`src/rtl/serial_master_pkg.sv`:
```
// Shared constants and types for the serial master supervisory block
package serial_master_pkg;

	// ----------------------------------------------------------------
	// Timing
	// ----------------------------------------------------------------
	localparam int CLK_PERIOD_NS = 10;
	localparam int RESP_TIMEOUT_NS = 20000;
	localparam int RESP_TIMEOUT_CYCLES = (RESP_TIMEOUT_NS + CLK_PERIOD_NS - 1) / CLK_PERIOD_NS;
	localparam int TIMER_W = $clog2(RESP_TIMEOUT_CYCLES + 1);
	localparam int RESET_CLEAR_CYCLES = 128;
	localparam int CLEAR_W = $clog2(RESET_CLEAR_CYCLES + 1);

	// ----------------------------------------------------------------
	// Network size and counts
	// ----------------------------------------------------------------
	localparam int NUM_DEV = 64;
	localparam int DEV_W = 6;
	localparam int BREAK_PERIOD = 16384;
	localparam int BREAK_W = $clog2(BREAK_PERIOD);
	localparam int RETRY_LIMIT = 3;
	localparam int CYC_FAIL_LIMIT = 3;

	// ----------------------------------------------------------------
	// Command words
	// ----------------------------------------------------------------
	localparam logic [15:0] CMD_SYS_ALL = 16'h1000;
	localparam logic [15:0] CMD_SYS_EXCL = 16'h1100;
	localparam logic [15:0] CMD_CYC_START = 16'h3000;
	localparam logic [15:0] CMD_SEND_BASE = 16'h4000;
	localparam logic [15:0] CMD_SEND_MASK = 16'hffc0;

	// ----------------------------------------------------------------
	// Field positions and reset values
	// ----------------------------------------------------------------
	localparam int ENV_CYC_INT_MASK = 3;
	localparam int ENV_DATA_INT_MASK = 4;
	localparam int ENV_BREAK_EN = 8;
	localparam int ENV_READ_CLR_DIS = 9;
	localparam int ST_COMM_DONE = 0;
	localparam int ST_BREAK = 1;
	localparam int ST_CYC_ERR = 2;
	localparam int ST_DATA_ERR = 3;
	localparam int ST_RX_PEND = 10;
	localparam int ST_RESET_BUSY = 13;
	localparam int IST_NOT_RX = 7;
	localparam logic [15:0] STATUS_RESET = 16'h0000;

	typedef enum logic [2:0] {
		FK_SYS = 3'h0,
		FK_CYC = 3'h1,
		FK_DATA = 3'h2,
		FK_RESEND = 3'h3,
		FK_BREAK = 3'h4
	} frame_kind_e;

	typedef enum logic [1:0] {
		RES_OK = 2'h0,
		RES_BAD = 2'h1,
		RES_NONE = 2'h2
	} result_e;

	typedef enum logic [1:0] {
		ST_IDLE = 2'h0,
		ST_SEND = 2'h1,
		ST_WAIT = 2'h3,
		ST_EVAL = 2'h2
	} state_e;

endpackage

```
`src/rtl/rx_data_fifo.sv`:
```
// Receive data FIFO with flush, valid and ready on both sides
`timescale 1ns/1ns
`default_nettype none

module rx_data_fifo #(
	parameter int WIDTH = 16,
	parameter int DEPTH = 8
) (
	input wire logic clk,
	input wire logic rstN,
	input wire logic flush,
	input wire logic inValid,
	input wire logic [WIDTH-1:0] inData,
	output logic inReady,
	output logic outValid,
	output logic [WIDTH-1:0] outData,
	input wire logic outReady
);

	localparam int PTR_W = (DEPTH > 1) ? $clog2(DEPTH) : 1;
	localparam int CNT_W = $clog2(DEPTH + 1);

	logic [WIDTH-1:0] mem [DEPTH];
	logic [PTR_W-1:0] wrPtr_reg;
	logic [PTR_W-1:0] rdPtr_reg;
	logic [CNT_W-1:0] count_reg;
	logic [CNT_W-1:0] count_next;
	logic notEmpty_reg;
	logic notFull_reg;
	wire push = inValid && notFull_reg && !flush;
	wire pop = notEmpty_reg && outReady && !flush;

	function automatic logic [PTR_W-1:0] ptrInc(input logic [PTR_W-1:0] p);
		ptrInc = (p == PTR_W'(DEPTH - 1)) ? '0 : p + PTR_W'(1);
	endfunction

	assign count_next = flush ? '0 : count_reg + CNT_W'(push) - CNT_W'(pop);
	assign inReady = notFull_reg;
	assign outValid = notEmpty_reg;
	assign outData = mem[rdPtr_reg];

	always_ff @(posedge clk or negedge rstN) begin
		if (!rstN) begin
			wrPtr_reg <= '0;
			rdPtr_reg <= '0;
			count_reg <= '0;
			notEmpty_reg <= 1'b0;
			notFull_reg <= 1'b1;
		end else begin
			wrPtr_reg <= flush ? '0 : (push ? ptrInc(wrPtr_reg) : wrPtr_reg);
			rdPtr_reg <= flush ? '0 : (pop ? ptrInc(rdPtr_reg) : rdPtr_reg);
			count_reg <= count_next;
			// Flags kept as flops so the ports never see a decode glitch
			notEmpty_reg <= (count_next != '0);
			notFull_reg <= (count_next != CNT_W'(DEPTH));
		end
	end

	always_ff @(posedge clk) begin
		if (push) begin
			mem[wrPtr_reg] <= inData;
		end
	end

endmodule // rx_data_fifo

`default_nettype wire

```
`src/rtl/serial_master_error_break_ctrl.sv`:
```
// Poll scheduler, retry, error, break and interrupt logic of the serial master
`timescale 1ns/1ns
`default_nettype none

// Contract
// - Break request slot and break handling only while env bit 8 is one.
// - Break frame send request goes out every 16384 cyclic polling rounds.
// - Recognised break frame raises interrupt and sets status bit 1.
// - No cyclic retry; third consecutive failure sets device's cyclic error flag.
// - Cyclic error interrupts only while env bit 3 is zero; pending bit reported.
// - Host writes back read flags; ones clear flags and drop the request.
// - Data sent three times; then data error bit and device number stored.
// - Data error interrupts only while env bit 4 is zero.
// - Not-received flag one if no attempt answered, zero if answers were faulty.
// - With env bit 9 zero, status read drops interrupt, status kept.
// - Idle line past timeout means not received; retry with one cyclic round between.
// - After three failures flag error; quiet line sets not-received bit 7.
// - Faulty frame triggers up to two resend requests, each after a cyclic round.
// - Host holds reset ten clocks, then waits for reset-busy bit 13 low.
// - Commands 1000h, 3000h and 1100h start system, cyclic and excluded-device polls.
// - Send commands 4000h-403Fh pick device; done bit 0, data pending bit 10.
// - Writing a send command empties the receive FIFO.
// - No data communication while cyclic polling is stopped.
// - Cyclic polling skips devices whose in-use bit is zero.
// - System polling suspends cyclic polling, which resumes on completion.
module serial_master_error_break_ctrl
	import serial_master_pkg::*;
#(
	parameter int FIFO_DEPTH = 8,
	parameter int DATA_W = 16
) (
	input wire logic clk,
	input wire logic nrst,
	input wire logic [15:0] envConfig0,
	input wire logic cmdWrite,
	input wire logic [15:0] cmdWord,
	input wire logic cycStop,
	input wire logic statusRead,
	input wire logic cycErrClrWrite,
	input wire logic [NUM_DEV-1:0] cycErrClrData,
	input wire logic [NUM_DEV-1:0] deviceInUse,
	output logic frameReq,
	output logic [2:0] frameKind,
	output logic [DEV_W-1:0] frameDevice,
	input wire logic txDone,
	input wire logic rxValid,
	input wire logic rxOk,
	input wire logic lineIn,
	output logic devInfoWrite,
	output logic devInfoPresent,
	input wire logic rxDataValid,
	input wire logic [DATA_W-1:0] rxData,
	output logic rxDataReady,
	output logic hostDataValid,
	output logic [DATA_W-1:0] hostData,
	input wire logic hostDataReady,
	output logic [15:0] statusWord,
	output logic [15:0] intStatusWord,
	output logic [NUM_DEV-1:0] cycErrFlags,
	output logic intN
);

	// ----------------------------------------------------------------
	// Reset release and line synchroniser
	// ----------------------------------------------------------------
	logic rstSync1_reg;
	logic rstN;
	logic lineS1_reg;
	logic lineS2_reg;
	logic lineS3_reg;
	logic lineState_reg;

	always_ff @(posedge clk or negedge nrst) begin
		if (!nrst) begin
			rstSync1_reg <= 1'b0;
			rstN <= 1'b0;
		end else begin
			rstSync1_reg <= 1'b1;
			rstN <= rstSync1_reg;
		end
	end

	always_ff @(posedge clk or negedge rstN) begin
		if (!rstN) begin
			lineS1_reg <= 1'b1;
			lineS2_reg <= 1'b1;
			lineS3_reg <= 1'b1;
			lineState_reg <= 1'b1;
		end else begin
			lineS1_reg <= lineIn;
			lineS2_reg <= lineS1_reg;
			lineS3_reg <= lineS2_reg;
			if (lineS2_reg == lineS3_reg) begin
				lineState_reg <= lineS3_reg;
			end
		end
	end

	wire lineEdge = (lineS2_reg == lineS3_reg) && (lineS3_reg != lineState_reg);

	// ----------------------------------------------------------------
	// State
	// ----------------------------------------------------------------
	state_e state_reg;
	state_e state_next;
	frame_kind_e kind_reg;
	result_e result_reg;
	logic frameReq_reg;
	logic [DEV_W-1:0] frameDev_reg;
	logic [TIMER_W-1:0] timer_reg;
	logic lineSeen_reg;
	logic resetBusy_reg;
	logic [CLEAR_W-1:0] clrCnt_reg;
	logic cycRun_reg;
	logic [DEV_W-1:0] cycDev_reg;
	logic [BREAK_W-1:0] roundCnt_reg;
	logic breakDue_reg;
	logic [1:0] failCnt [NUM_DEV];
	logic sysActive_reg;
	logic sysExclOnly_reg;
	logic sysHold_reg;
	logic [DEV_W-1:0] sysDev_reg;
	logic [1:0] sysTries_reg;
	logic dataPending_reg;
	logic dataArmed_reg;
	logic dataResend_reg;
	logic dataGotResp_reg;
	logic [DEV_W-1:0] dataDev_reg;
	logic [1:0] dataTries_reg;
	logic commDone_reg;
	logic breakFlag_reg;
	logic dataErr_reg;
	logic notRx_reg;
	logic [DEV_W-1:0] errDev_reg;
	logic [NUM_DEV-1:0] cycErr_reg;
	logic [NUM_DEV-1:0] cycErr_next;
	logic intMain_reg;
	logic intCyc_reg;
	logic intN_reg;
	logic [15:0] status_reg;
	logic [15:0] statusVal;
	logic devInfoWrite_reg;
	logic devInfoPresent_reg;

	function automatic logic isDataKind(input frame_kind_e k);
		isDataKind = (k == FK_DATA) || (k == FK_RESEND);
	endfunction

	// ----------------------------------------------------------------
	// Command decode
	// ----------------------------------------------------------------
	wire cmdOk = cmdWrite && !resetBusy_reg;
	wire isSysAll = cmdOk && (cmdWord == CMD_SYS_ALL);
	wire isSysExcl = cmdOk && (cmdWord == CMD_SYS_EXCL);
	wire isSysCmd = isSysAll || isSysExcl;
	wire isCycStart = cmdOk && (cmdWord == CMD_CYC_START);
	wire isSend = cmdOk && ((cmdWord & CMD_SEND_MASK) == CMD_SEND_BASE);
	wire sendAccept = isSend && cycRun_reg && !dataPending_reg;
	wire fifoFlush = isSend;

	// ----------------------------------------------------------------
	// Scheduler selection
	// ----------------------------------------------------------------
	wire idleFree = (state_reg == ST_IDLE) && !resetBusy_reg;
	wire breakElig = breakDue_reg && envConfig0[ENV_BREAK_EN];
	wire sysElig = sysActive_reg && !sysHold_reg;
	wire dataElig = dataPending_reg && dataArmed_reg && cycRun_reg;
	wire pickBreak = idleFree && breakElig;
	wire pickSys = idleFree && !breakElig && sysElig;
	wire pickData = idleFree && !breakElig && !sysElig && dataElig;
	wire pickCyc = idleFree && !breakElig && !sysElig && !dataElig && cycRun_reg;
	wire sysSkip = sysExclOnly_reg && deviceInUse[sysDev_reg];
	wire cycSkip = !deviceInUse[cycDev_reg];
	wire issue = pickBreak || (pickSys && !sysSkip) || pickData || (pickCyc && !cycSkip);
	wire frame_kind_e issueKind = pickBreak ? FK_BREAK :
		pickSys ? FK_SYS :
		pickData ? (dataResend_reg ? FK_RESEND : FK_DATA) : FK_CYC;
	wire [DEV_W-1:0] issueDev = pickSys ? sysDev_reg :
		pickData ? dataDev_reg :
		pickCyc ? cycDev_reg : '0;

	// ----------------------------------------------------------------
	// Result evaluation
	// ----------------------------------------------------------------
	wire evalNow = (state_reg == ST_EVAL);
	wire resOk = (result_reg == RES_OK);
	wire resNone = (result_reg == RES_NONE);
	wire evalCyc = evalNow && (kind_reg == FK_CYC);
	wire evalSys = evalNow && (kind_reg == FK_SYS);
	wire evalData = evalNow && isDataKind(kind_reg);
	wire evalBreak = evalNow && (kind_reg == FK_BREAK);
	wire sysLast = (sysTries_reg == 2'(RETRY_LIMIT - 1));
	wire dataLast = (dataTries_reg == 2'(RETRY_LIMIT - 1));
	wire cycAdv = (pickCyc && cycSkip) || evalCyc;
	wire cycWrap = cycAdv && (cycDev_reg == DEV_W'(NUM_DEV - 1));
	wire sysStep = (pickSys && sysSkip) || (evalSys && (resOk || sysLast));
	wire sysRetry = evalSys && !resOk && !sysLast;
	wire sysDoneAll = sysStep && (sysDev_reg == DEV_W'(NUM_DEV - 1));
	wire dataFinal = evalData && (resOk || dataLast);
	wire dataFail = evalData && !resOk && dataLast;
	wire dataRetry = evalData && !resOk && !dataLast;
	wire cycFailHit = evalCyc && !resOk && (failCnt[cycDev_reg] == 2'(CYC_FAIL_LIMIT - 1));
	wire breakSeen = evalBreak && !resNone;
	wire timeoutHit = (state_reg == ST_WAIT) && !rxValid &&
		(timer_reg == TIMER_W'(RESP_TIMEOUT_CYCLES - 1));
	wire roundEnd = cycWrap && (roundCnt_reg == BREAK_W'(BREAK_PERIOD - 1));

	// ----------------------------------------------------------------
	// Frame exchange state machine
	// ----------------------------------------------------------------
	always_comb begin
		state_next = state_reg;
		case (state_reg)
			ST_IDLE: begin
				if (issue) state_next = ST_SEND;
			end
			ST_SEND: begin
				if (txDone) state_next = ST_WAIT;
			end
			ST_WAIT: begin
				if (rxValid || timeoutHit) state_next = ST_EVAL;
			end
			ST_EVAL: state_next = ST_IDLE;
			default: state_next = ST_IDLE;
		endcase
	end

	always_ff @(posedge clk or negedge rstN) begin
		if (!rstN) begin
			state_reg <= ST_IDLE;
			kind_reg <= FK_SYS;
			result_reg <= RES_NONE;
			frameReq_reg <= 1'b0;
			frameDev_reg <= '0;
			timer_reg <= '0;
			lineSeen_reg <= 1'b0;
		end else begin
			state_reg <= state_next;
			frameReq_reg <= issue;
			if (issue) begin
				kind_reg <= issueKind;
				frameDev_reg <= issueDev;
			end
			timer_reg <= (state_reg == ST_WAIT) ? timer_reg + TIMER_W'(1) : '0;
			lineSeen_reg <= (state_reg == ST_WAIT) && (lineSeen_reg || lineEdge);
			if (state_reg == ST_WAIT && rxValid) begin
				result_reg <= rxOk ? RES_OK : RES_BAD;
			end else if (timeoutHit) begin
				// A moving line without a decoded frame counts as a faulty answer
				result_reg <= (lineSeen_reg || lineEdge) ? RES_BAD : RES_NONE;
			end
		end
	end

	// ----------------------------------------------------------------
	// Reset clear, cyclic and break scheduling
	// ----------------------------------------------------------------
	always_ff @(posedge clk or negedge rstN) begin
		if (!rstN) begin
			clrCnt_reg <= '0;
			resetBusy_reg <= 1'b1;
			cycRun_reg <= 1'b0;
			cycDev_reg <= '0;
			roundCnt_reg <= '0;
			breakDue_reg <= 1'b0;
		end else begin
			if (resetBusy_reg) clrCnt_reg <= clrCnt_reg + CLEAR_W'(1);
			resetBusy_reg <= resetBusy_reg && (clrCnt_reg != CLEAR_W'(RESET_CLEAR_CYCLES - 1));
			cycRun_reg <= isCycStart || (cycRun_reg && !cycStop);
			if (cycAdv) cycDev_reg <= cycDev_reg + DEV_W'(1);
			if (cycWrap) roundCnt_reg <= roundCnt_reg + BREAK_W'(1);
			breakDue_reg <= envConfig0[ENV_BREAK_EN] &&
				(roundEnd || (breakDue_reg && !pickBreak));
		end
	end

	for (genvar d = 0; d < NUM_DEV; d++) begin : g_fail
		always_ff @(posedge clk or negedge rstN) begin
			if (!rstN) begin
				failCnt[d] <= 2'h0;
			end else if (evalCyc && cycDev_reg == DEV_W'(d)) begin
				failCnt[d] <= (resOk || cycFailHit) ? 2'h0 : failCnt[d] + 2'h1;
			end
		end
	end

	// ----------------------------------------------------------------
	// System polling
	// ----------------------------------------------------------------
	always_ff @(posedge clk or negedge rstN) begin
		if (!rstN) begin
			sysActive_reg <= 1'b0;
			sysExclOnly_reg <= 1'b0;
			sysHold_reg <= 1'b0;
			sysDev_reg <= '0;
			sysTries_reg <= '0;
			devInfoWrite_reg <= 1'b0;
			devInfoPresent_reg <= 1'b0;
		end else begin
			if (isSysCmd) begin
				sysActive_reg <= 1'b1;
				sysExclOnly_reg <= isSysExcl;
				sysDev_reg <= '0;
				sysTries_reg <= '0;
			end else begin
				if (sysDoneAll) sysActive_reg <= 1'b0;
				if (sysStep) sysDev_reg <= sysDev_reg + DEV_W'(1);
				sysTries_reg <= sysStep ? '0 : (sysRetry ? sysTries_reg + 2'h1 : sysTries_reg);
			end
			// While cyclic polling runs, one cyclic round sits between two attempts at the same device
			sysHold_reg <= cycRun_reg && !isSysCmd && (sysRetry || (sysHold_reg && !cycWrap));
			devInfoWrite_reg <= evalSys && (resOk || sysLast);
			if (evalSys) devInfoPresent_reg <= resOk;
		end
	end

	// ----------------------------------------------------------------
	// Data communication and status bits
	// ----------------------------------------------------------------
	always_ff @(posedge clk or negedge rstN) begin
		if (!rstN) begin
			dataPending_reg <= 1'b0;
			dataArmed_reg <= 1'b0;
			dataResend_reg <= 1'b0;
			dataGotResp_reg <= 1'b0;
			dataDev_reg <= '0;
			dataTries_reg <= '0;
			commDone_reg <= 1'b0;
			breakFlag_reg <= 1'b0;
			dataErr_reg <= 1'b0;
			notRx_reg <= 1'b0;
			errDev_reg <= '0;
		end else begin
			dataPending_reg <= sendAccept || (dataPending_reg && !dataFinal);
			// Armed only at a round boundary so cyclic I/O keeps its rhythm
			dataArmed_reg <= !sendAccept && !evalData && (cycWrap || dataArmed_reg);
			if (sendAccept) begin
				dataDev_reg <= cmdWord[DEV_W-1:0];
				dataTries_reg <= '0;
				dataResend_reg <= 1'b0;
				dataGotResp_reg <= 1'b0;
			end else if (evalData) begin
				if (dataRetry) dataTries_reg <= dataTries_reg + 2'h1;
				dataResend_reg <= (result_reg == RES_BAD);
				dataGotResp_reg <= dataGotResp_reg || !resNone;
			end
			commDone_reg <= (evalData && resOk) || (commDone_reg && !sendAccept);
			dataErr_reg <= dataFail || (dataErr_reg && !sendAccept);
			breakFlag_reg <= breakSeen || (breakFlag_reg && !isSysCmd);
			if (dataFail) begin
				errDev_reg <= dataDev_reg;
				notRx_reg <= !(dataGotResp_reg || !resNone);
			end
		end
	end

	// ----------------------------------------------------------------
	// Cyclic error flags and interrupt line
	// ----------------------------------------------------------------
	wire [NUM_DEV-1:0] cycNewMask = cycFailHit ? (NUM_DEV'(1) << cycDev_reg) : '0;
	wire [NUM_DEV-1:0] cycClrMask = cycErrClrWrite ? cycErrClrData : '0;
	wire readClr = statusRead && !envConfig0[ENV_READ_CLR_DIS];
	wire evtMain = breakSeen || (evalData && resOk) ||
		(dataFail && !envConfig0[ENV_DATA_INT_MASK]);
	wire evtCyc = cycFailHit && !envConfig0[ENV_CYC_INT_MASK];
	assign cycErr_next = (cycErr_reg & ~cycClrMask) | cycNewMask;

	always_ff @(posedge clk or negedge rstN) begin
		if (!rstN) begin
			cycErr_reg <= '0;
			intMain_reg <= 1'b0;
			intCyc_reg <= 1'b0;
			intN_reg <= 1'b1;
		end else begin
			cycErr_reg <= cycErr_next;
			intMain_reg <= evtMain || (intMain_reg && !readClr);
			intCyc_reg <= evtCyc ||
				(intCyc_reg && !readClr && !(cycErrClrWrite && cycErr_next == '0));
			intN_reg <= !(intMain_reg || intCyc_reg);
		end
	end

	// ----------------------------------------------------------------
	// Status words
	// ----------------------------------------------------------------
	always_comb begin
		statusVal = STATUS_RESET;
		statusVal[ST_COMM_DONE] = commDone_reg;
		statusVal[ST_BREAK] = breakFlag_reg;
		statusVal[ST_CYC_ERR] = |cycErr_reg;
		statusVal[ST_DATA_ERR] = dataErr_reg;
		statusVal[ST_RX_PEND] = hostDataValid;
		statusVal[ST_RESET_BUSY] = resetBusy_reg;
	end

	always_ff @(posedge clk or negedge rstN) begin
		if (!rstN) begin
			status_reg <= STATUS_RESET;
		end else begin
			status_reg <= statusVal;
		end
	end

	// ----------------------------------------------------------------
	// Receive data path
	// ----------------------------------------------------------------
	rx_data_fifo #(
		.WIDTH(DATA_W),
		.DEPTH(FIFO_DEPTH)
	) u_rx_fifo (
		.clk(clk),
		.rstN(rstN),
		.flush(fifoFlush),
		.inValid(rxDataValid),
		.inData(rxData),
		.inReady(rxDataReady),
		.outValid(hostDataValid),
		.outData(hostData),
		.outReady(hostDataReady)
	);

	assign frameReq = frameReq_reg;
	assign frameKind = kind_reg;
	assign frameDevice = frameDev_reg;
	assign devInfoWrite = devInfoWrite_reg;
	assign devInfoPresent = devInfoPresent_reg;
	assign statusWord = status_reg;
	assign intStatusWord = {8'h00, notRx_reg, 1'b0, errDev_reg};
	assign cycErrFlags = cycErr_reg;
	assign intN = intN_reg;

endmodule // serial_master_error_break_ctrl

`default_nettype wire

```
`config.mk`:
```
export PLATFORM = sky130hd
export DESIGN_NAME = serial_master_error_break_ctrl
export DESIGN_NICKNAME = d
export VERILOG_FILES = /design/src/rtl/serial_master_pkg.sv /design/src/rtl/rx_data_fifo.sv /design/src/rtl/serial_master_error_break_ctrl.sv
export SDC_FILE = /design/constraint.sdc
export NUM_CORES = 1
export LEC_CHECK = 0
export BUFFER_PORTS_ARGS = -buffer_cell sky130_fd_sc_hd__buf_2
export CAP_MARGIN = 20
export CORE_UTILIZATION = 28
export CTS_BUF_LIST = sky130_fd_sc_hd__clkbuf_2 sky130_fd_sc_hd__clkbuf_4 sky130_fd_sc_hd__clkbuf_8
export DETAILED_ROUTE_END_ITERATION = 8
export HOLD_SLACK_MARGIN = 0.12
export SYNTH_ARGS = -nofsm -noshare
export SYNTH_HDL_FRONTEND = slang
export SYNTH_HIERARCHICAL = 1
export SYNTH_SLANG_ARGS = --single-unit
```
`constraint.sdc`:
```
create_clock -name clk -period 11.05 [get_ports clk]
set_input_delay 2.7625 -clock clk [delete_from_list [all_inputs] [get_ports clk]]
set_output_delay 2.7625 -clock clk [all_outputs]
set_load 0.02 [all_outputs]
```
## After elaboration in Yosys (flattened, before gate mapping)

Memory sizes are Yosys's and may differ from the RTL's.
Index checks and enable logic that the tools add are counted.

| cells by class | value |
|---|---|
| shifts and indexed selects | 1 |
| $add $sub $neg | 75 |
| magnitude comparators | 3 |
| mux-type cells | 112 |
| equality and inequality tests | 91 |
| reduce and logical (&&, ||, !) cells | 206 |
| bitwise operators | 4 |

Operators by type and width:

| cell | number |
|---|---|
| equality test 6 bit, second input constant | 33 |
| two-way mux 2 bit | 80 |
| logical AND 1 bit | 135 |
| adder 2 x 1 -> 2 bit, second input constant | 66 |
| two-way mux 64 bit | 2 |
| equality test 6 x 5 -> 1 bit, second input constant | 16 |
| bitwise AND 64 bit | 1 |
| zero test 64 bit | 1 |
| inverter 64 bit | 1 |
| bitwise OR 64 bit | 1 |
| OR reduction 64 bit | 1 |
| << shifter 1 x 6 -> 64 bit, first input constant | 1 |
| equality test 6 x 4 -> 1 bit, second input constant | 8 |
| equality test 16 x 13 -> 1 bit, second input constant | 2 |
| two-way mux 6 bit | 5 |
| zero test 1 bit | 28 |
| logical OR 1 bit | 26 |
| equality test 6 x 3 -> 1 bit, second input constant | 4 |
| two-way mux 3 bit | 7 |
| equality test 16 x 14 -> 1 bit, second input constant | 1 |
| adder 14 x 1 -> 14 bit, second input constant | 1 |
| equality test 14 bit, second input constant | 1 |
| < comparator 6 x 7 -> 1 bit, second input constant | 2 |
| nonzero test 2 bit | 7 |
| 36 further kinds | 62 |

| storage, ports and cells | value |
|---|---|
| RAM bits | 128 |
| memories | 1 |
| bits in registers | 311 |
| output and inout port bits | 127 |

Memories:

| name | words | width | rd ports | clocked after Yosys merged registers in | write ports | RTL line | RTL |
|---|---|---|---|---|---|---|---|
| u_rx_fifo.mem | 8 | 16 | 1 | 0 | 1 | rx_data_fifo.sv:23 | `logic [WIDTH-1:0] mem [DEPTH];` |

## Longest topological paths before layout

Gate-level depths: netlist of the first run.

| logic depth | value |
|---|---|
| depth after elaboration | 13 |
| mapped depth | 14 |
| mapped depth without buffers | 12 |

## Cells and area by module

Netlist of the first run, hierarchy kept.

Modules (own cells, without submodules):

| module | times used | cells an instance | area each (um2) |
|---|---|---|---|
| serial_master_error_break_ctrl | 1 | 1629 | 16266.9 |
| rx_data_fifo | 1 | 261 | 5639.2 |

## Worst setup path after synthesis of the first run

No wires, ideal clock.

| timing path | value |
|---|---|
| path kind | in2reg |
| start | input port cmdWord[9] |
| end | register u_rx_fifo.notFull_reg, in the netlist u_rx_fifo/inReady |
| data arrival time | 5164 ps |
| setup slack | 5809 ps |
| library setup time | 77 ps |
| stages | 13 |
| cell sequence | nor4_1 and4b_1 nand2_1 inv_1 clkbuf_1 nor2_1 ha_1 inv_1 ha_1 fa_1 xnor2_1 a21o_1 a21bo_2 |

| between the ends | value |
|---|---|
| longest elaborated chain between the ends | 8 |
| elaborated cells on any way between the ends | 9 |
| those cells by class | add/sub (2); eq/ne (2); mux (1); reduce/logical (4) |

Ends and longest elaborated chain:

| element | RTL line | RTL |
|---|---|---|
| start: declaration | serial_master_error_break_ctrl.sv:36 | `input wire logic [15:0] cmdWord,` |
| equality test 10 x 9 -> 1 bit * | serial_master_error_break_ctrl.sv:157 | `wire isSend = cmdOk && ((cmdWord & CMD_SEND_MASK) == CMD_SEND_BASE);` |
| logical AND 1 bit * | serial_master_error_break_ctrl.sv:157 |  |
| named net fifoFlush | serial_master_error_break_ctrl.sv:159 | `wire fifoFlush = isSend;` |
| zero test 1 bit | rx_data_fifo.sv:30, rx_data_fifo.sv:31 |  |
| logical AND 1 bit | rx_data_fifo.sv:30 | `wire push = inValid && notFull_reg && !flush;` |
| adder 4 x 1 -> 4 bit | rx_data_fifo.sv:37 | `assign count_next = flush ? '0 : count_reg + CNT_W'(push) - CNT_W'(pop);` |
| subtractor 4 x 1 -> 4 bit | rx_data_fifo.sv:37 |  |
| two-way mux 4 bit * | rx_data_fifo.sv:37 |  |
| inequality test 4 bit * | rx_data_fifo.sv:55 | `notFull_reg <= (count_next != CNT_W'(DEPTH));` |
| end signal: assignment | rx_data_fifo.sv:55 |  |
| end: declaration | rx_data_fifo.sv:29 | `logic notFull_reg;` |

The timed path passes the listed nets; every way through them passes the cells marked *.
A chain may end at the register's enable or synchronous reset.

## Final worst setup path of the first run

| timing path | value |
|---|---|
| start | register u_rx_fifo.rdPtr_reg[0] |
| end | output port hostData[10] |

| between the ends | value |
|---|---|
| longest elaborated chain between the ends | 1 |

Ends and longest elaborated chain:

| element | RTL line | RTL |
|---|---|---|
| start: declaration | rx_data_fifo.sv:25 | `logic [PTR_W-1:0] rdPtr_reg;` |
| start signal: assignment | rx_data_fifo.sv:51 | `rdPtr_reg <= flush ? '0 : (pop ? ptrInc(rdPtr_reg) : rdPtr_reg);` |
| memory (8 x 16 bit) | n/a |  |
| end: declaration | serial_master_error_break_ctrl.sv:55 | `output logic [DATA_W-1:0] hostData,` |

Every way passes these cells.

==> reports/qor.txt, run 1 <==
dpl hpwl = 48.8 mm
Die Area = 79400 sq um
register area share after synthesis = 0.531
result of the run = finished clean
CTS H-tree lvls = 3
Critical Path Max Stage Delay = 0.63 ns
area grow syn2layout = 19.3%
Reg clk slew, reported paths = 0.07 ns
crit path max fanout = 32
crit path capture type = primary output
syn avg cell area = 11.6 sq um
clk_skew = 0.0475 ns
post-synthesis register bit count = 439
fin. max-slew vios = 0
initial antenna violation count = 10
area leader, netlist = dfrtp_1
Worst EP required = 8.29 ns
vias in the first global route = 17200
DRT Pass-1 Iters = 7
Rows = 102
Hold Crit Class = reg2async
Max VDD drop = 0.0808 mV
hold_buf cts = 0
most instantiated cells after synthesis = 303 x dfrtp_1, 271 x nand2_1, 128 x edfxtp_1
first-pass GRT wire length = 103 mm
GR Util All Layers = 0.170
total number of vias = 16800
Register Area = 11600 sq um
EDFF count, synth = 128
placed cells = 3130
Clock Path Buffers = 3
final setup TNS = 0 ns
Slowest cell on crit path = mux4_1
layout cells sized above 1 = 0.254
Fin. Hold Viols = 0
leakage dissipation = 0.0113 uW
Ys Warns = 6
slew of the pin with the lowest slew margin = 1.11 ns
critical path arrival = 2.67 ns
clock root buffer = clkbuf_8
Achievable Freq = 184 MHz
Die Wd = 282 um
GPL Wtd Cong = 0.913
multi-input logic area = 9450 sq um
Remaining DRCs = 0
main flop type after synthesis = dfrtp_1
Synth Cell Area = 21900 sq um
post-CTS setup buffer count = 0
Max-cap violations = 0
Nets = 2391
post-route insts no fill = 3285
drt total wl = 68.1 mm
final hold slack = 0.312 ns
Period Utilization, post-route = 0.492
max_slew headroom = 0.256
Power Density = 188 nW/um^2
Skew-Pair Late Insertion Delay = 0.67 ns
WL/cell = 20.7 um
Cell Chain, Critical Path = buf_4 -> mux4_1 -> mux2_2 -> buf_2
Async SR Flop Fraction = 0.708
top post-synthesis cells by area = dfrtp_1 35%, edfxtp_1 18%, mux4_2 7.0%
Initial Utilization = 0.283
Distinct cells, synth = 72
top-area cell type share of the netlist area = 0.346
Die Ht = 282 um
startpoint types = flip-flop
DRC marker count from the first detailed-route iteration = 1090
CTS Buf Count = 79
WS Path Type = reg2out
Buffers on Ports = 283
final setup violation count = 0
fillers = 7821
CTS sink count = 439
Post-Place Worst Slack = 5.29 ns
RSZ-0062 raised after global routing = no
Via density = 5.12
crit path time final = 5.44 ns
# resized after CTS = 0
# IOs = 315
antenna-violating nets left = 0
Core Box Area = 77500 sq um
TritonCTS clock tree = done
worst setup margin = 5.61 ns
largest net degree at the start of global routing = 86
Mapped Cells = 1890
count leader, synth = dfrtp_1
global route overflow = 0
-- area by class of cell --
| type | count | area share |
|---|---|---|
| antenna | 5 | 0.000479 |
| clock buffer | 116 | 0.0556 |
| clock inverter | 23 | 0.00680 |
| inverter | 86 | 0.0123 |
| multi-input combinational | 1265 | 0.362 |
| sequential | 439 | 0.445 |
| tap | 1040 | 0.0498 |
| timing repair buffer | 311 | 0.0680 |
-- metrics by stage --
stage          area [sq um]  power (uW)   util
6_report              26100        4900  0.337
5_1_grt               26100        5150  0.337
4_1_cts               25900        4930  0.335
3_5_place_dp          24300        3320  0.313
3_3_place_gp          24300        3280  0.313
2_1_floorplan         22000        2900      -
-- path summary, 6_finish.rpt --
kind                                   startpoint       endpoint  slack, ns  cells past startpoint
hold / removal                               rstN    failCnt[22]       0.31                      0
setup / recovery           u_rx_fifo/rdPtr_reg[0]   hostData[10]       5.61                      4
hold reg to reg                              rstN    failCnt[22]       0.31                      0
setup reg to reg                    cycDev_reg[1]   failCnt[109]       6.09                     10
max in group asynchronous                    rstN  timer_reg[10]       7.75                      3
min in group clk                     rstSync1_reg           rstN       0.35                      0
-- cell usage in the layout, fill, tap and decap left out, types with 10 or more instances in the layout --
master	instances
nor3_1	44
inv_1	84
buf_2	283
a21oi_1	27
mux2_2	28
buf_4	16
dfrtp_1	300
nor4_1	26
clkbuf_4	23
o21bai_1	26
edfxtp_1	128
a21o_1	50
nand2b_1	23
a32o_1	23
a22oi_1	10
mux4_2	68
ha_1	20
mux2i_1	28
o22ai_1	25
clkbuf_8	93
and2_1	13
clkinv_2	10
xnor2_1	32
o41ai_1	29
and3_1	24
nor2_1	99
nand2_1	270
nand3_1	33
nor4b_1	30
mux4_1	29
o31ai_1	10
a22o_1	27
nand4_1	18
o21ai_0	104
conb_1	20
nor2b_1	35
xor2_1	10
-- power breakdown --
group          total [uW]  internal [uW]  switching [uW]  leakage [uW]
Clock                1580            889             690      0.000849
Sequential           1920           1800             116       0.00534
Combinational        1410            581             826       0.00509
Total                4900           3270            1630        0.0113
-- critical path, delay by kind of cell (launching register included) --
| family | cells | cell delay, ns |
|---|---|---|
| buffers and inverters | 2 | 0.66 |
| multiplexers | 2 | 0.93 |
| flip-flops | 1 | 0.39 |
-- per-layer routing --
metal,vias up,wire length [um],track usage
li1,7593,-,-
met1,8485,28900,0.217
met2,580,32900,0.283
met3,145,4270,0.0370
met4,10,1980,0.0622
met5,-,67,0
-- cells by family (layout without fill, tap and decap cells) --
| kind of cell | after synthesis | count (layout) | synth area share |
|---|---|---|---|
| AO/OA/AOI/OAI | 376 | 376 | 0.121 |
| XOR/XNOR | 42 | 42 | 0.0168 |
| adder cells (fa/ha/maj) | 22 | 22 | 0.0128 |
| buffers and inverters | 204 | 536 | 0.0427 |
| flip-flops | 439 | 439 | 0.531 |
| multiplexers | 153 | 153 | 0.132 |
| other | 2 | 25 | 0.000343 |
| AND/OR/NAND/NOR | 652 | 652 | 0.144 |
Note: power is estimated with default switching activity, not from simulation.
==> inputs of run 2 (changes only) <==
--- a/config.mk
+++ b/config.mk
@@ -5,6 +5,7 @@
 export SDC_FILE = /design/constraint.sdc
 export NUM_CORES = 1
 export LEC_CHECK = 0
+export ABC_AREA = 1
 export BUFFER_PORTS_ARGS = -buffer_cell sky130_fd_sc_hd__buf_2
 export CAP_MARGIN = 20
 export CORE_UTILIZATION = 28
==> constraint.sdc (replaced) <==
create_clock -name clk -period 5.1 [get_ports clk]
set_input_delay 1.275 -clock clk [delete_from_list [all_inputs] [get_ports clk]]
set_output_delay 1.275 -clock clk [all_outputs]
set_load 0.02 [all_outputs]
==> run 2 against run 1 <==
  * Count of clock-buffer cells in the layout did not move
  * Flip-flop and latch count did not move
  * Area after synthesis rose by 3.8%
  * Setup slack got worse by 4.6 ns
  * Sequential share of layout area fell by 1.1 points
  * Core utilization fell by 0.40 points
  * Critical path type is now reg2reg
  * Critical endpoint is now intCyc_reg
  * Largest cell class unchanged
  * Highest routed layer unchanged
==> reports/qor.txt, run 2 <==
RSZ-0062 raised after global routing = no
first-pass GRT wire length = 110 mm
WS Path Type = reg2reg
Max VDD drop = 0.306 mV
Buffers on Ports = 283
placed cells = 4127
Rows = 104
total number of vias = 20000
vias in the first global route = 18800
r2r endpoint = intCyc_reg
DRC marker count from the first detailed-route iteration = 1734
Reg clk slew, reported paths = 0.06 ns
worst setup margin = 0.968 ns
dpl hpwl = 52.4 mm
area leader, netlist = dfrtp_1
# IOs = 315
largest net degree at the start of global routing = 140
final setup violation count = 0
top-area cell type share of the netlist area = 0.333
GR Util All Layers = 0.175
CTS Buf Count = 75
hold path start = lineS1_reg
drt total wl = 73.3 mm
Die Area = 82300 sq um
hold path depth = 0
Achievable Freq = 242 MHz
Synth Cell Area = 22700 sq um
most instantiated cells after synthesis = 715 x nand2_1, 548 x nor2_1, 303 x dfrtp_1
Clock Path Buffers = 3
crit path time final = 4.13 ns
Remaining DRCs = 0
TritonCTS clock tree = done
CTS sink count = 439
WL/cell = 17.2 um
Initial Utilization = 0.283
register area share after synthesis = 0.512
clk_skew = 0.0370 ns
initial antenna violation count = 10
Die Ht = 287 um
final setup TNS = 0 ns
Period Utilization, post-route = 0.810
crit path max fanout = 43
fillers = 8425
Power Total = 12100 uW
DRT Pass-1 Iters = 6
# resized after CTS = 0
flop2flop setup slack = 0.97 ns
Skew-Pair Late Insertion Delay = 0.68 ns
top post-synthesis cells by area = dfrtp_1 33%, edfxtp_1 17%, nand2_1 12%
Fin. Hold Viols = 0
GPL Wtd Cong = 0.889
crit path capture type = flip-flop
leakage dissipation = 0.0129 uW
syn avg cell area = 7.94 sq um
area grow syn2layout = 18.0%
slew of the pin with the lowest slew margin = 1.12 ns
post-CTS setup buffer count = 0
EDFF count, synth = 128
global route overflow = 0
Distinct cells, synth = 53
final hold slack = 0.355 ns
result of the run = finished clean
Worst Hold End = lineS2_reg
CTS H-tree lvls = 3
Power Density = 450 nW/um^2
Via density = 4.68
Mapped Cells = 2862
Worst EP required = 5.64 ns
fin. max-slew vios = 0
critical path arrival = 4.68 ns
Max-cap violations = 0
most frequent cells in the layout = 715 x nand2_1, 540 x nor2_1, 299 x dfrtp_1
Ys Warns = 6
launch point of the worst reg-to-reg path = cycDev_reg[3]
post-synthesis register bit count = 439
layout cells sized above 1 = 0.154
count leader, synth = nand2_1
Async SR Flop Fraction = 0.708
R2R depth = 18
Hold Crit Class = reg2reg
clock root buffer = clkbuf_8
max_slew headroom = 0.246
hold_buf cts = 0
commonest non-fill, non-tap cell in the layout = nand2_1
post-route insts no fill = 4267
Core Box Area = 80400 sq um
Nets = 3353
Post-Place Worst Slack = 0.960 ns
startpoint types = flip-flop
Die Wd = 287 um
main flop type after synthesis = dfrtp_1
antenna-violating nets left = 0
-- run 2: cell types whose count changed in the layout (fill, tap and decap cells not counted), sizes merged, moves of 48 or more --
| cell | change |
|---|---|
| nor2 | +447 |
| nand2 | +445 |
| inv | +206 |
| o21ai | +105 |
| a21oi | +100 |
| mux4 | -97 |
| nand3 | +80 |
| xor2 | +49 |
| a21o | -48 |
-- run 2: layout make-up --
type | instances | area [sq um] | share of cell area
Antenna cell | 3 | 7.51 | 0.000280
Clock buffer | 116 | 1440 | 0.0537
Clock inverter | 21 | 166 | 0.00621
Inverter | 290 | 1090 | 0.0406
Multi-Input combinational cell | 2013 | 9340 | 0.348
Sequential cell | 439 | 11600 | 0.434
Tap cell | 1060 | 1330 | 0.0495
Timing Repair Buffer | 325 | 1810 | 0.0674
-- run 2: power breakdown --
part | total [uW] | internal, uW | switching (uW)
sequential | 4170 | 3970 | 195
clock | 3400 | 1830 | 1560
combinational | 4490 | 1230 | 3260
-- run 2: per-layer routing --
| layer | up-vias | routed length, um | track usage |
|---|---|---|---|
| met3 | 128 | 8290 | 0.0629 |
| li1 | 9707 | - | - |
| met5 | - | 113 | 0 |
| met2 | 795 | 30100 | 0.249 |
| met1 | 9315 | 33200 | 0.246 |
| met4 | 18 | 1610 | 0.0497 |
-- run 2: worst max-delay path, cell delays in order, from the launching register on --
cell	delay, ns
dfrtp_1	0.58
inv_2	0.16
nor2_2	0.85
nand2_1	0.14
nand2_1	0.16
o21ai_1	0.09
nand2_1	0.12
nor2_4	0.05
buf_4	0.27
nand3_1	0.21
nand2_1	0.09
nor2_1	0.14
nand2_1	0.12
nor2_1	0.14
nand2_1	0.09
nor2_1	0.35
nand3_1	0.25
nand2_1	0.11
nand2_1	0.05
-- run 2: stage by stage --
| stage | area [sq um] | util |
|---|---|---|
| CTS | 26800 | 0.333 |
| detailed placement | 25200 | 0.313 |
| floorplan | 22800 | - |
| finish | 26800 | 0.333 |
| global placement | 25200 | 0.313 |
| global route | 26800 | 0.333 |
-- run 2: kinds of logic (layout without fill, tap and decap cells) --
kind of cell | after synthesis | count (layout) | synth area share
and+or+nand+nor | 1475 | 1475 | 0.261
DFF | 439 | 439 | 0.512
buffers and inverters | 428 | 752 | 0.0819
AOI/OAI and AO/OA | 405 | 405 | 0.0976
xor gates and xnor gates | 91 | 91 | 0.0351
adders and majority gates | 21 | 21 | 0.0119
other | 2 | 23 | 0.000330
muxes | 1 | 1 | 0.000495
-- run 2: worst max path at each step --
stage	start	end	slack (ns)	cells past startpoint
floorplan	rstN	breakDue_reg	0.02	0
global placement	cmdWord[11]	u_rx_fifo/inReady	1.02	17
detailed placement	cmdWord[11]	u_rx_fifo/inReady	0.96	17
CTS	cycDev_reg[3]	intCyc_reg	1.11	18
global route	cycDev_reg[0]	intCyc_reg	0.75	22
finish	cycDev_reg[3]	intCyc_reg	0.97	18
==> inputs of run 3 (changes only) <==
==> constraint.sdc (replaced) <==
create_clock -name clk -period 3.5 [get_ports clk]
set_input_delay 0.875 -clock clk [delete_from_list [all_inputs] [get_ports clk]]
set_output_delay 0.875 -clock clk [all_outputs]
set_load 0.02 [all_outputs]
==> run 3 against run 2 <==
  * Clock power is 51% higher
  * Register-to-register slack lost 0.78 ns
  * Clock skew grew 0.010 ns
==> reports/qor.txt, run 3 (synthesis gave the netlist of run 2 again) <==
Power Density = 660 nW/um^2
leakage dissipation = 0.0133 uW
final setup violation count = 0
most frequent cells in the layout = 713 x nand2_1, 543 x nor2_1, 299 x dfrtp_1
final setup TNS = 0 ns
initial antenna violation count = 12
dpl hpwl = 53.7 mm
DRC marker count from the first detailed-route iteration = 1508
Worst Hold End = lineS1_reg
drt total wl = 73.8 mm
TritonCTS clock tree = done
hold path depth = 1
clock root buffer = clkbuf_8
Core Box Area = 80400 sq um
Die Area = 82300 sq um
total number of vias = 20200
critical path arrival = 3.87 ns
WL/cell = 17.0 um
Via density = 4.66
result of the run = finished clean
clk_skew = 0.0470 ns
WS Path Type = reg2reg
launch point of the worst reg-to-reg path = cycDev_reg[2]
Clock Path Buffers = 3
slew of the pin with the lowest slew margin = 1.07 ns
RSZ-0062 raised after global routing = no
layout cells sized above 1 = 0.175
Rows = 104
combinational share of power = 0.383
Buffers on Ports = 283
max_slew headroom = 0.284
fillers = 8441
Psw = 7350 uW
Max-cap violations = 0
startpoint types = flip-flop
Reg clk slew, reported paths = 0.06 ns
Die Ht = 287 um
area grow syn2layout = 21.3%
r2r endpoint = intCyc_reg
antenna-violating nets left = 0
Initial Utilization = 0.283
Worst EP required = 4.06 ns
CTS H-tree lvls = 3
Achievable Freq = 302 MHz
largest net degree at the start of global routing = 72
Period Utilization, post-route = 0.946
DRT met1 WL = 33.1 mm
hold path start = lineIn
Die Wd = 287 um
Max VDD drop = 0.456 mV
# IOs = 315
sequential share of power = 0.334
crit path time final = 3.31 ns
clock share of power = 0.283
vias in the first global route = 19400
CTS Buf Count = 75
Power Internal = 10900 uW
GR Util All Layers = 0.177
Fin. Hold Viols = 0
Nets = 3427
highest metal used = met5
fin. max-slew vios = 0
Hold Crit Class = in2reg
crit path capture type = flip-flop
commonest non-fill, non-tap cell in the layout = nand2_1
met3 WL post-DR = 8.42 mm
GPL Wtd Cong = 0.918
DRT Pass-1 Iters = 5
R2R depth = 21
Skew-Pair Late Insertion Delay = 0.68 ns
Core Util, Final = 0.343
global route overflow = 0
CTS sink count = 439
Sw Share = 0.404
met2 wire length = 30.7 mm
first-pass GRT wire length = 112 mm
crit path max fanout = 18
Remaining DRCs = 0
flop2flop setup slack = 0.19 ns
run 3: cell count changes in the layout (fill, tap and decap cells not counted), moves of 2 or more:
| cell | delta |
|---|---|
| clkbuf_4 | +5 |
| buf_12 | +7 |
| nor2_1 | +3 |
| nor2_2 | -3 |
| clkinv_1 | -7 |
| nand2_2 | +2 |
| nand2_1 | -2 |
| buf_4 | +62 |
| bufinv_16 | +2 |
run 3: what timing repair did:
| item | CTS | global route |
|---|---|---|
| endpoints found under the setup margin | 1 | 58 |
| gates resized for setup | 1 | 8 |
| setup buffers | 0 | 6 |
| hold endpoints to repair | 2 | 0 |
| gates cloned | 0 | 1 |
| pin swaps | 0 | 1 |
| hold buffers | 1 | 0 |
run 3: worst max path at each step:
stage             startpoint                end  slack [ns]  cells after the start
6_report       cycDev_reg[2]         intCyc_reg        0.19                     21
5_1_grt        cycDev_reg[2]         intCyc_reg       0.007                     21
4_1_cts        cycDev_reg[3]         intCyc_reg         0.1                     19
3_5_place_dp     cmdWord[11]  u_rx_fifo/inReady       0.008                     17
3_3_place_gp     cmdWord[11]  u_rx_fifo/inReady        0.03                     17
2_1_floorplan    cmdWord[11]  u_rx_fifo/inReady        0.02                     15
run 3: area by class of cell:
type / instances / area, sq um / share of cell area
Multi-Input combinational cell: 2013 / 9330 / 0.338
Tap cell: 1060 / 1330 / 0.0481
Clock buffer: 121 / 1480 / 0.0536
Clock inverter: 15 / 193 / 0.00699
Timing Repair Buffer: 399 / 2490 / 0.0903
Antenna cell: 4 / 10.0 / 0.000363
Inverter: 290 / 1100 / 0.0399
Sequential cell: 439 / 11600 / 0.422
run 3: power by group through the flow:
| stage | Clock (uW) | Combinational, uW | Sequential (uW) |
|---|---|---|---|
| final | 5150 | 6970 | 6080 |
| after global routing | 5500 | 7690 | 6130 |
| after CTS | 5270 | 6810 | 6070 |
| after detailed placement | 0 | 6790 | 6150 |
| after global placement | 0 | 6770 | 6150 |
| after floorplan | 0 | 4380 | 6210 |
run 3: per-layer routing:
metal	vias up	GRT usage
met5	-	0
met4	14	0.0449
met3	121	0.0688
met2	816	0.254
met1	9413	0.247
li1	9845	-
run 3: metrics by stage:
stage	std cells	setup slack, ns	hold WS [ns]	power [uW]	cell area [sq um]
after floorplan	2880	0.0243	0.331	10600	22800
after global placement	4193	0.0327	0.334	12900	25800
after detailed placement	4193	0.00831	0.340	12900	25800
after CTS	4330	0.0989	0.248	18200	27500
after global routing	4340	0.00717	0.268	19300	27600
final	4341	0.187	0.299	18200	27600
run 3: worst max-delay path, stage by stage (launching register included):
cell and delay, ns:
dfrtp_1 0.43, buf_4 0.19, nor2_1 0.37, buf_4 0.27, nand2_1 0.08, nand2_1 0.06, o21ai_1 0.13, nand2_1 0.14
nor2_4 0.05, buf_4 0.17, buf_12 0.15, nand3_1 0.11, nand2_1 0.08, nor2_1 0.11, nand2_1 0.15, nor2_1 0.15
nand2_1 0.10, nor2_1 0.12, buf_4 0.14, nand3_1 0.08, nand2_1 0.06, nand2_1 0.05
